[config.mk]
export PLATFORM = sky130hd
export DESIGN_NAME = i2cs_port
export DESIGN_NICKNAME = d
export VERILOG_FILES = /design/src/hw/i2cs_pkg.sv /design/src/hw/i2cs_port.sv /design/src/hw/i2cs_glitch_filter.sv
export SDC_FILE = /design/constraint.sdc
export NUM_CORES = 1
export LEC_CHECK = 0
export ABC_AREA = 1
export BUFFER_PORTS_ARGS = -buffer_cell sky130_fd_sc_hd__buf_2
export CORE_ASPECT_RATIO = 1.1
export CORE_MARGIN = 2
export CORE_UTILIZATION = 45
export CTS_BUF_LIST = sky130_fd_sc_hd__clkbuf_16
export DETAILED_ROUTE_END_ITERATION = 10
export PLACE_DENSITY = 0.65
export SKIP_CTS_REPAIR_TIMING = 1
export SLEW_MARGIN = 20
export SYNTH_ARGS = -nofsm -noshare
export SYNTH_HDL_FRONTEND = slang
export SYNTH_HIERARCHICAL = 1
export SYNTH_SLANG_ARGS = --single-unit
[constraint.sdc]
create_clock -name sys_clk -period 4.55 [get_ports sys_clk]
set_clock_uncertainty 0.1 [all_clocks]
set_input_delay 1.1375 -clock sys_clk [delete_from_list [all_inputs] [get_ports sys_clk]]
set_output_delay 1.1375 -clock sys_clk [all_outputs]
set_load 0.01 [all_outputs]
[src/hw/i2cs_pkg.sv]
package i2cs_pkg;
    localparam int unsigned CLK_PERIOD_NS = 10;
    localparam int unsigned STD_RATE_KHZ = 100;
    localparam int unsigned FAST_RATE_KHZ = 400;
    localparam int unsigned GLITCH_NS = 50;
    localparam int unsigned GLITCH_CYC = (GLITCH_NS + CLK_PERIOD_NS - 1) / CLK_PERIOD_NS;
    localparam int unsigned FAST_HALF_NS = 1000000 / (2 * FAST_RATE_KHZ);
    localparam int unsigned FAST_HALF_CYC = FAST_HALF_NS / CLK_PERIOD_NS;
    localparam logic [3:0] SLAVE_ADDR_FIXED = 4'h9;
    localparam logic [1:0] STRAP_SETTLE_CYC = 2'h2;
    localparam int unsigned PTR_W = 16;
    localparam logic [PTR_W-1:0] PTR_RESET = 16'h0000;
    localparam logic [3:0] BITS_PER_BYTE = 4'h8;
    localparam logic [7:0] DENIED_BYTE = 8'h00;
    localparam logic [1:0] FIFO_DEPTH = 2'h2;
    localparam logic [1:0] IDX_PTR_HI = 2'h0;
    localparam logic [1:0] IDX_PTR_LO = 2'h1;
    localparam logic [1:0] IDX_DATA = 2'h2;

    typedef enum logic [2:0] {
        I2CS_IDLE = 3'h0,
        I2CS_ADDR = 3'h1,
        I2CS_ADDR_ACK = 3'h3,
        I2CS_RX = 3'h2,
        I2CS_RX_ACK = 3'h6,
        I2CS_TX = 3'h7,
        I2CS_TX_ACK = 3'h5
    } i2cs_state_t;
endpackage

[src/hw/i2cs_port.sv]
module i2cs_port #(
    parameter int unsigned FILT_CYC = i2cs_pkg::GLITCH_CYC
) (
    // clock and reset
    input wire logic sys_clk,
    input wire logic rst,
    // bus pins, sda open drain
    input wire logic scl_in,
    input wire logic sda_in,
    output logic sda_out,
    output logic sda_oe,
    // address straps
    input wire logic addr_strap_pin_0,
    input wire logic addr_strap_pin_1,
    input wire logic addr_strap_pin_2,
    // register write stream
    output logic wr_valid,
    input wire logic wr_ready,
    output logic [i2cs_pkg::PTR_W-1:0] wr_addr,
    output logic [7:0] wr_data,
    // register read port
    output logic rd_en,
    output logic [i2cs_pkg::PTR_W-1:0] rd_addr,
    input wire logic [7:0] rd_data,
    input wire logic rd_denied,
    // status
    output logic busy
);
    import i2cs_pkg::*;

    // filter plus edge logic must settle well inside a fast-mode half period
    initial begin
        if (FILT_CYC < 1 || (FILT_CYC + 6) >= FAST_HALF_CYC) begin
            $error("filter length does not fit the fast bus rate");
        end
    end

    logic scl_f;
    logic sda_f;
    logic scl_q;
    logic sda_q;

    // scl is only ever sampled; no scl output exists
    i2cs_glitch_filter #(.STABLE_CYC(FILT_CYC)) u_scl_filt (
        .sys_clk(sys_clk),
        .rst(rst),
        .pin_in(scl_in),
        .level_out(scl_f)
    );

    i2cs_glitch_filter #(.STABLE_CYC(FILT_CYC)) u_sda_filt (
        .sys_clk(sys_clk),
        .rst(rst),
        .pin_in(sda_in),
        .level_out(sda_f)
    );

    wire scl_rise = scl_f & ~scl_q;
    wire scl_fall = ~scl_f & scl_q;
    wire start_det = scl_f & scl_q & sda_q & ~sda_f;
    wire stop_det = scl_f & scl_q & ~sda_q & sda_f;

    // strap capture after reset release
    logic [2:0] strap_s1_q;
    logic [2:0] strap_s2_q;
    logic [2:0] own_low_q;
    logic [1:0] strap_cnt_q;
    logic strap_done_q;

    always_ff @(posedge sys_clk) begin
        if (rst) begin
            strap_s1_q <= 3'h0;
            strap_s2_q <= 3'h0;
            own_low_q <= 3'h0;
            strap_cnt_q <= 2'h0;
            strap_done_q <= 1'b0;
        end else begin
            strap_s1_q <= {addr_strap_pin_2, addr_strap_pin_1, addr_strap_pin_0};
            strap_s2_q <= strap_s1_q;
            if (!strap_done_q && strap_cnt_q == STRAP_SETTLE_CYC) begin
                own_low_q <= strap_s2_q;
                strap_done_q <= 1'b1;
            end else if (!strap_done_q) begin
                strap_cnt_q <= strap_cnt_q + 2'h1;
            end
        end
    end

    i2cs_state_t state_q;
    i2cs_state_t state_d;
    logic [3:0] bit_cnt_q;
    logic [3:0] bit_cnt_d;
    logic [7:0] shift_q;
    logic [7:0] shift_d;
    logic [7:0] tx_q;
    logic [7:0] tx_d;
    logic [7:0] rd_buf_q;
    logic [1:0] idx_q;
    logic [1:0] idx_d;
    logic [PTR_W-1:0] ptr_q;
    logic [PTR_W-1:0] ptr_d;
    logic rw_q;
    logic rw_d;
    logic oe_q;
    logic oe_d;
    logic rd_en_q;
    logic rd_en_d;
    logic push;

    // write buffer, two entries of pointer and data
    logic [PTR_W+7:0] fifo_mem [2];
    logic fifo_wp_q;
    logic fifo_rp_q;
    logic [1:0] fifo_cnt_q;

    wire fifo_room = fifo_cnt_q != FIFO_DEPTH;
    wire pop = wr_valid & wr_ready;
    wire addr_match = strap_done_q && shift_q[7:1] == {SLAVE_ADDR_FIXED, own_low_q};
    wire bit_step = scl_rise && bit_cnt_q != BITS_PER_BYTE;
    wire byte_end = scl_fall && bit_cnt_q == BITS_PER_BYTE;

    always_comb begin
        state_d = state_q;
        bit_cnt_d = bit_cnt_q;
        shift_d = shift_q;
        tx_d = tx_q;
        idx_d = idx_q;
        ptr_d = ptr_q;
        rw_d = rw_q;
        oe_d = oe_q;
        rd_en_d = 1'b0;
        push = 1'b0;
        if (start_det) begin
            // repeated start allowed anywhere; the partial byte is dropped
            state_d = I2CS_ADDR;
            bit_cnt_d = 4'h0;
            idx_d = IDX_PTR_HI;
            oe_d = 1'b0;
        end else if (stop_det) begin
            state_d = I2CS_IDLE;
            oe_d = 1'b0;
        end else begin
            case (state_q)
                I2CS_ADDR, I2CS_RX: begin
                    if (bit_step) begin
                        shift_d = {shift_q[6:0], sda_f};
                        bit_cnt_d = bit_cnt_q + 4'h1;
                    end else if (byte_end && state_q == I2CS_ADDR) begin
                        bit_cnt_d = 4'h0;
                        if (addr_match) begin
                            state_d = I2CS_ADDR_ACK;
                            rw_d = shift_q[0];
                            oe_d = 1'b1;
                        end else begin
                            state_d = I2CS_IDLE;
                        end
                    end else if (byte_end) begin
                        bit_cnt_d = 4'h0;
                        state_d = I2CS_RX_ACK;
                        if (idx_q == IDX_PTR_HI) begin
                            ptr_d[15:8] = shift_q;
                            idx_d = IDX_PTR_LO;
                            oe_d = 1'b1;
                        end else if (idx_q == IDX_PTR_LO) begin
                            ptr_d[7:0] = shift_q;
                            idx_d = IDX_DATA;
                            oe_d = 1'b1;
                        end else if (fifo_room) begin
                            push = 1'b1;
                            ptr_d = ptr_q + 16'h1;
                            oe_d = 1'b1;
                        end
                    end
                end
                I2CS_ADDR_ACK, I2CS_TX_ACK: begin
                    if (scl_rise && state_q == I2CS_TX_ACK && sda_f) begin
                        state_d = I2CS_IDLE;
                    end else if (scl_rise && (rw_q || state_q == I2CS_TX_ACK)) begin
                        rd_en_d = 1'b1;
                    end else if (scl_fall && rw_q) begin
                        state_d = I2CS_TX;
                        tx_d = rd_buf_q;
                        oe_d = ~rd_buf_q[7];
                        ptr_d = ptr_q + 16'h1;
                        bit_cnt_d = 4'h1;
                    end else if (scl_fall) begin
                        state_d = I2CS_RX;
                        oe_d = 1'b0;
                    end
                end
                I2CS_RX_ACK: begin
                    if (scl_fall) begin
                        // a refused byte leaves the device idle until the next start
                        state_d = oe_q ? I2CS_RX : I2CS_IDLE;
                        oe_d = 1'b0;
                    end
                end
                I2CS_TX: begin
                    if (scl_fall && bit_cnt_q == BITS_PER_BYTE) begin
                        state_d = I2CS_TX_ACK;
                        oe_d = 1'b0;
                        bit_cnt_d = 4'h0;
                    end else if (scl_fall) begin
                        tx_d = {tx_q[6:0], 1'b0};
                        oe_d = ~tx_q[6];
                        bit_cnt_d = bit_cnt_q + 4'h1;
                    end
                end
                default: begin
                    state_d = I2CS_IDLE;
                end
            endcase
        end
    end

    always_ff @(posedge sys_clk) begin
        if (rst) begin
            state_q <= I2CS_IDLE;
            bit_cnt_q <= 4'h0;
            shift_q <= 8'h00;
            tx_q <= 8'h00;
            idx_q <= IDX_PTR_HI;
            ptr_q <= PTR_RESET;
            rw_q <= 1'b0;
            oe_q <= 1'b0;
            rd_en_q <= 1'b0;
            scl_q <= 1'b1;
            sda_q <= 1'b1;
        end else begin
            state_q <= state_d;
            bit_cnt_q <= bit_cnt_d;
            shift_q <= shift_d;
            tx_q <= tx_d;
            idx_q <= idx_d;
            ptr_q <= ptr_d;
            rw_q <= rw_d;
            oe_q <= oe_d;
            rd_en_q <= rd_en_d;
            scl_q <= scl_f;
            sda_q <= sda_f;
        end
    end

    // denied or missing registers read as zero
    always_ff @(posedge sys_clk) begin
        if (rst) begin
            rd_buf_q <= 8'h00;
        end else if (rd_en_q) begin
            rd_buf_q <= rd_denied ? DENIED_BYTE : rd_data;
        end
    end

    // data bytes are acked only with room, so a stalled register side costs a nack, never a word
    always_ff @(posedge sys_clk) begin
        if (rst) begin
            fifo_wp_q <= 1'b0;
            fifo_rp_q <= 1'b0;
            fifo_cnt_q <= 2'h0;
        end else begin
            if (push) begin
                fifo_mem[fifo_wp_q] <= {ptr_q, shift_q};
                fifo_wp_q <= ~fifo_wp_q;
            end
            if (pop) begin
                fifo_rp_q <= ~fifo_rp_q;
            end
            fifo_cnt_q <= fifo_cnt_q + {1'b0, push} - {1'b0, pop};
        end
    end

    assign wr_valid = fifo_cnt_q != 2'h0;
    assign wr_addr = fifo_mem[fifo_rp_q][PTR_W+7:8];
    assign wr_data = fifo_mem[fifo_rp_q][7:0];
    assign rd_en = rd_en_q;
    assign rd_addr = ptr_q;
    assign sda_out = 1'b0;
    assign sda_oe = oe_q;
    assign busy = state_q != I2CS_IDLE;
endmodule

[src/hw/i2cs_glitch_filter.sv]
module i2cs_glitch_filter #(
    parameter int unsigned STABLE_CYC = i2cs_pkg::GLITCH_CYC
) (
    // clock and reset
    input wire logic sys_clk,
    input wire logic rst,
    // pin side
    input wire logic pin_in,
    // filtered level
    output logic level_out
);
    import i2cs_pkg::*;

    localparam int unsigned CNT_W = $clog2(STABLE_CYC + 1);
    localparam logic [CNT_W-1:0] LIMIT = CNT_W'(STABLE_CYC);

    initial begin
        if (STABLE_CYC < 1) begin
            $error("glitch filter needs at least one cycle");
        end
    end

    logic sync1_q;
    logic sync2_q;
    logic level_q;
    logic [CNT_W-1:0] cnt_q;

    // a change must persist for STABLE_CYC+1 samples, so a spike under the limit never passes
    always_ff @(posedge sys_clk) begin
        if (rst) begin
            sync1_q <= 1'b1;
            sync2_q <= 1'b1;
            level_q <= 1'b1;
            cnt_q <= '0;
        end else begin
            sync1_q <= pin_in;
            sync2_q <= sync1_q;
            if (sync2_q == level_q) begin
                cnt_q <= '0;
            end else if (cnt_q == LIMIT) begin
                level_q <= sync2_q;
                cnt_q <= '0;
            end else begin
                cnt_q <= cnt_q + 1'b1;
            end
        end
    end

    assign level_out = level_q;
endmodule

==> summary.md <==
| Metric | Value |
|---|---|
| Area contributors post-synth | `dfxtp_1 (27%), edfxtp_1 (24%), nand2_1 (10%), nor2_1 (6.2%), nand3_1 (4.9%)` |
| DIE WIDTH | `115 um` |
| Slew headroom | `0.311` |
| CTS Buffer Depth | `2` |
| Remaining DRCs | `0` |
| RePlAce Congestion | `0.889` |
| Hpwl dp | `9030 um` |
| Post-synthesis sequential area ratio | `0.507` |
| VDD IR max | `0.000276 V` |
| CP max stage delay | `0.99 ns` |
| CTS tree | `built` |
| Netlist cell types | `36` |
| Crit share post-route | `0.707` |
| Unrepaired setup endpoints after global routing | `no` |
| Clk_lat worst skew | `0.42 ns` |
| Syn avg cell area | `8.25 um^2` |
| Final setup vio count | `0` |
| I/O Buffers | `60` |
| Area share of the largest cell type after synthesis | `0.270` |
| Cell accounting for the most synthesized area | `dfxtp_1` |
| CTS buffer count | `17` |
| Most common library cell in the layout ignoring fill and taps | `nand2_1` |
| Worst-path cell chain | `mux2_2 > buf_2` |
| Max Fclk | `311 MHz` |
| Vias/cell | `5.06` |
| Grt total ovfl | `0` |
| Die footprint | `14,500 um^2` |
| Post-route minimum period | `3.22 ns` |
| Fin area | `7050 um^2` |
| Critical path class | `reg2out` |
| CTS H-tree lvls | `4` |
| Run status | `completed` |
| Clk slew on worst S/H paths | `0.05 ns` |
| Fraction of layout cells with a size suffix above 1 | `0.183` |
| Final nets | `828` |
| Vias | `4,927` |
| Max cap viols | `0` |
| Static Leak | `0.00296 uW` |
| Initial DRC count | `291` |
| Clock Tree Root | `clkbuf_16` |
| Post-synthesis cell area | `6090 um^2` |
| Area grow syn2layout | `15.9%` |
| GRT Util Overall | `0.190` |
| Syn_nets | `765` |
| Post-Synthesis Cells | `738` |
| Initial antenna violation count | `0` |
| Vias in the first global route | `4,726` |
| Worst r2r src | `bit_cnt_q[0]$_SDFFE_PP0P_` |
| CP top delay family | `flip-flops` |
| Antenna cells | `0` |
| Crit Path Max Fanout | `24` |
| Core area | `13,200 um^2` |
| Die Ht | `126 um` |
| Ports | `62` |
| Commonest non-fill, non-tap cells in the layout | `nand2_1 (162), nor2_1 (100), dfxtp_1 (82)` |
| Row cnt | `44` |
| Worst setup SP type | `flip-flop` |
| Yosys warns | `6` |
| #FFs+latches synth | `130` |
| Hold path start | `strap_s1_q[1]$_SDFF_PP0_` |
| Mean routed wirelength per cell | `13.2 um` |
| Final ANT Viol Nets | `0` |
| Max Slew Vio Count | `0` |
| Post-placement cell area | `6520 um^2` |
| Power Density | `486 nW/um^2` |
| Largest net degree at the start of global routing | `38` |
| Critical path endpoint category | `output pin` |
| Slowest stage cell on the critical path | `dfxtp_1` |
| Drt first pass iters | `4` |
| Tightest Hold Check Type | `reg2reg` |
| CP bufs+invs | `1` |
| Arrival time at the worst endpoint | `1.98 ns` |
| Filler cells | `1,226` |
| Global-route wire length before repair | `21,800 um` |
| Starting Density | `0.461` |
| Sink Count | `130` |
| Slew @ Worst Pin | `1.03 ns` |
| Setup TNS | `0 ns` |
| Final hold vios | `0` |
| Worst EP required | `3.31 ns` |
| Hold WS | `0.302 ns` |
| WL final | `12,800 um` |
[cells in the mapped netlist, drive strengths merged]
cell and count:
nand2 172, o22ai 1, or2 6, nand3 63
ha 10, edfxtp 48, o21a 1, nand4 5
nor3 9, mux2 24, clkbuf 10, xor2 8
dfxtp 82, xnor2 3, nand3b 1, inv 83
conb 1, and2 1, a21oi 52, o21ai 44
nor2 106, buf 8
[worst paths after layout]
check                              end  slack, ns  cells after the start
max reg2reg  fifo_mem[0][13]$_DFFE_PP_       2.07                      8
max                         wr_data[1]       1.33                      2
min           strap_s2_q[1]$_SDFF_PP0_       0.30                      2
min reg2reg   strap_s2_q[1]$_SDFF_PP0_       0.30                      2
[sequential cells by signal, summed over array words and instances (netlist names), 3 cells and up, named ones only]
name and cells:
bit_cnt_q 4, shift_q 8, u_sda_filt/cnt_q 3, tx_q 7
own_low_q 3, strap_s2_q 3, rd_buf_q 8, u_scl_filt/cnt_q 3
state_q 3, rd_addr 16, fifo_mem 48, strap_s1_q 3
[cells by family after synthesis]
group / synth area share
muxes: 0.0444
other: 0.000616
AOI/OAI and AO/OA: 0.0837
adders and majority gates: 0.0206
buffers and inverters: 0.0666
xor gates and xnor gates: 0.0158
DFF: 0.507
and+or+nand+nor: 0.262
[routing by layer]
| layer | part of all wire | track usage | vias to the layer above |
|---|---|---|---|
| met5 | 0 | 0 | - |
| met2 | 0.49 | 0.322 | 114 |
| met1 | 0.44 | 0.224 | 2256 |
| met3 | 0.047 | 0.0500 | 21 |
| li1 | - | - | 2536 |
| met4 | 0.021 | 0.0850 | 0 |
[where the power goes]
part | total, uW | switching [uW] | internal [uW]
Combinational | 815 | 520 | 295
Clock | 1220 | 463 | 759
Sequential | 1390 | 97.7 | 1290
Total | 3430 | 1080 | 2350
[stage by stage]
step	cells	utilization	worst slack [ns]	power, uW
3_3_place_gp	943	0.493	1.44	2210
6_report	974	0.534	1.33	3430
5_1_grt	974	0.534	1.19	3640
2_1_floorplan	738	-	0.994	2040
3_5_place_dp	943	0.493	1.35	2230
4_1_cts	974	0.534	1.26	3460
[worst reg2reg max path: stages, from the launching register on]
cell and delay (ns):
dfxtp_1 0.33, inv_1 0.10, ha_1 0.17, nand2_1 0.05, nor2_1 0.15, nand2_2 0.13, nor2_1 0.17, nand3_1 0.24
nor2_4 0.66
[final cells by class]
| class | instances | area [um^2] | share of cell area |
|---|---|---|---|
| clock inverters | 13 | 82.6 | 0.0117 |
| repair buffers | 62 | 315 | 0.0447 |
| well taps | 161 | 201 | 0.0286 |
| clock buffers | 18 | 450 | 0.0639 |
| flip-flops and latches | 130 | 3080 | 0.437 |
| multi-input cells | 507 | 2610 | 0.370 |
| inverters | 83 | 312 | 0.0442 |
(Power assumes the default switching activity.)
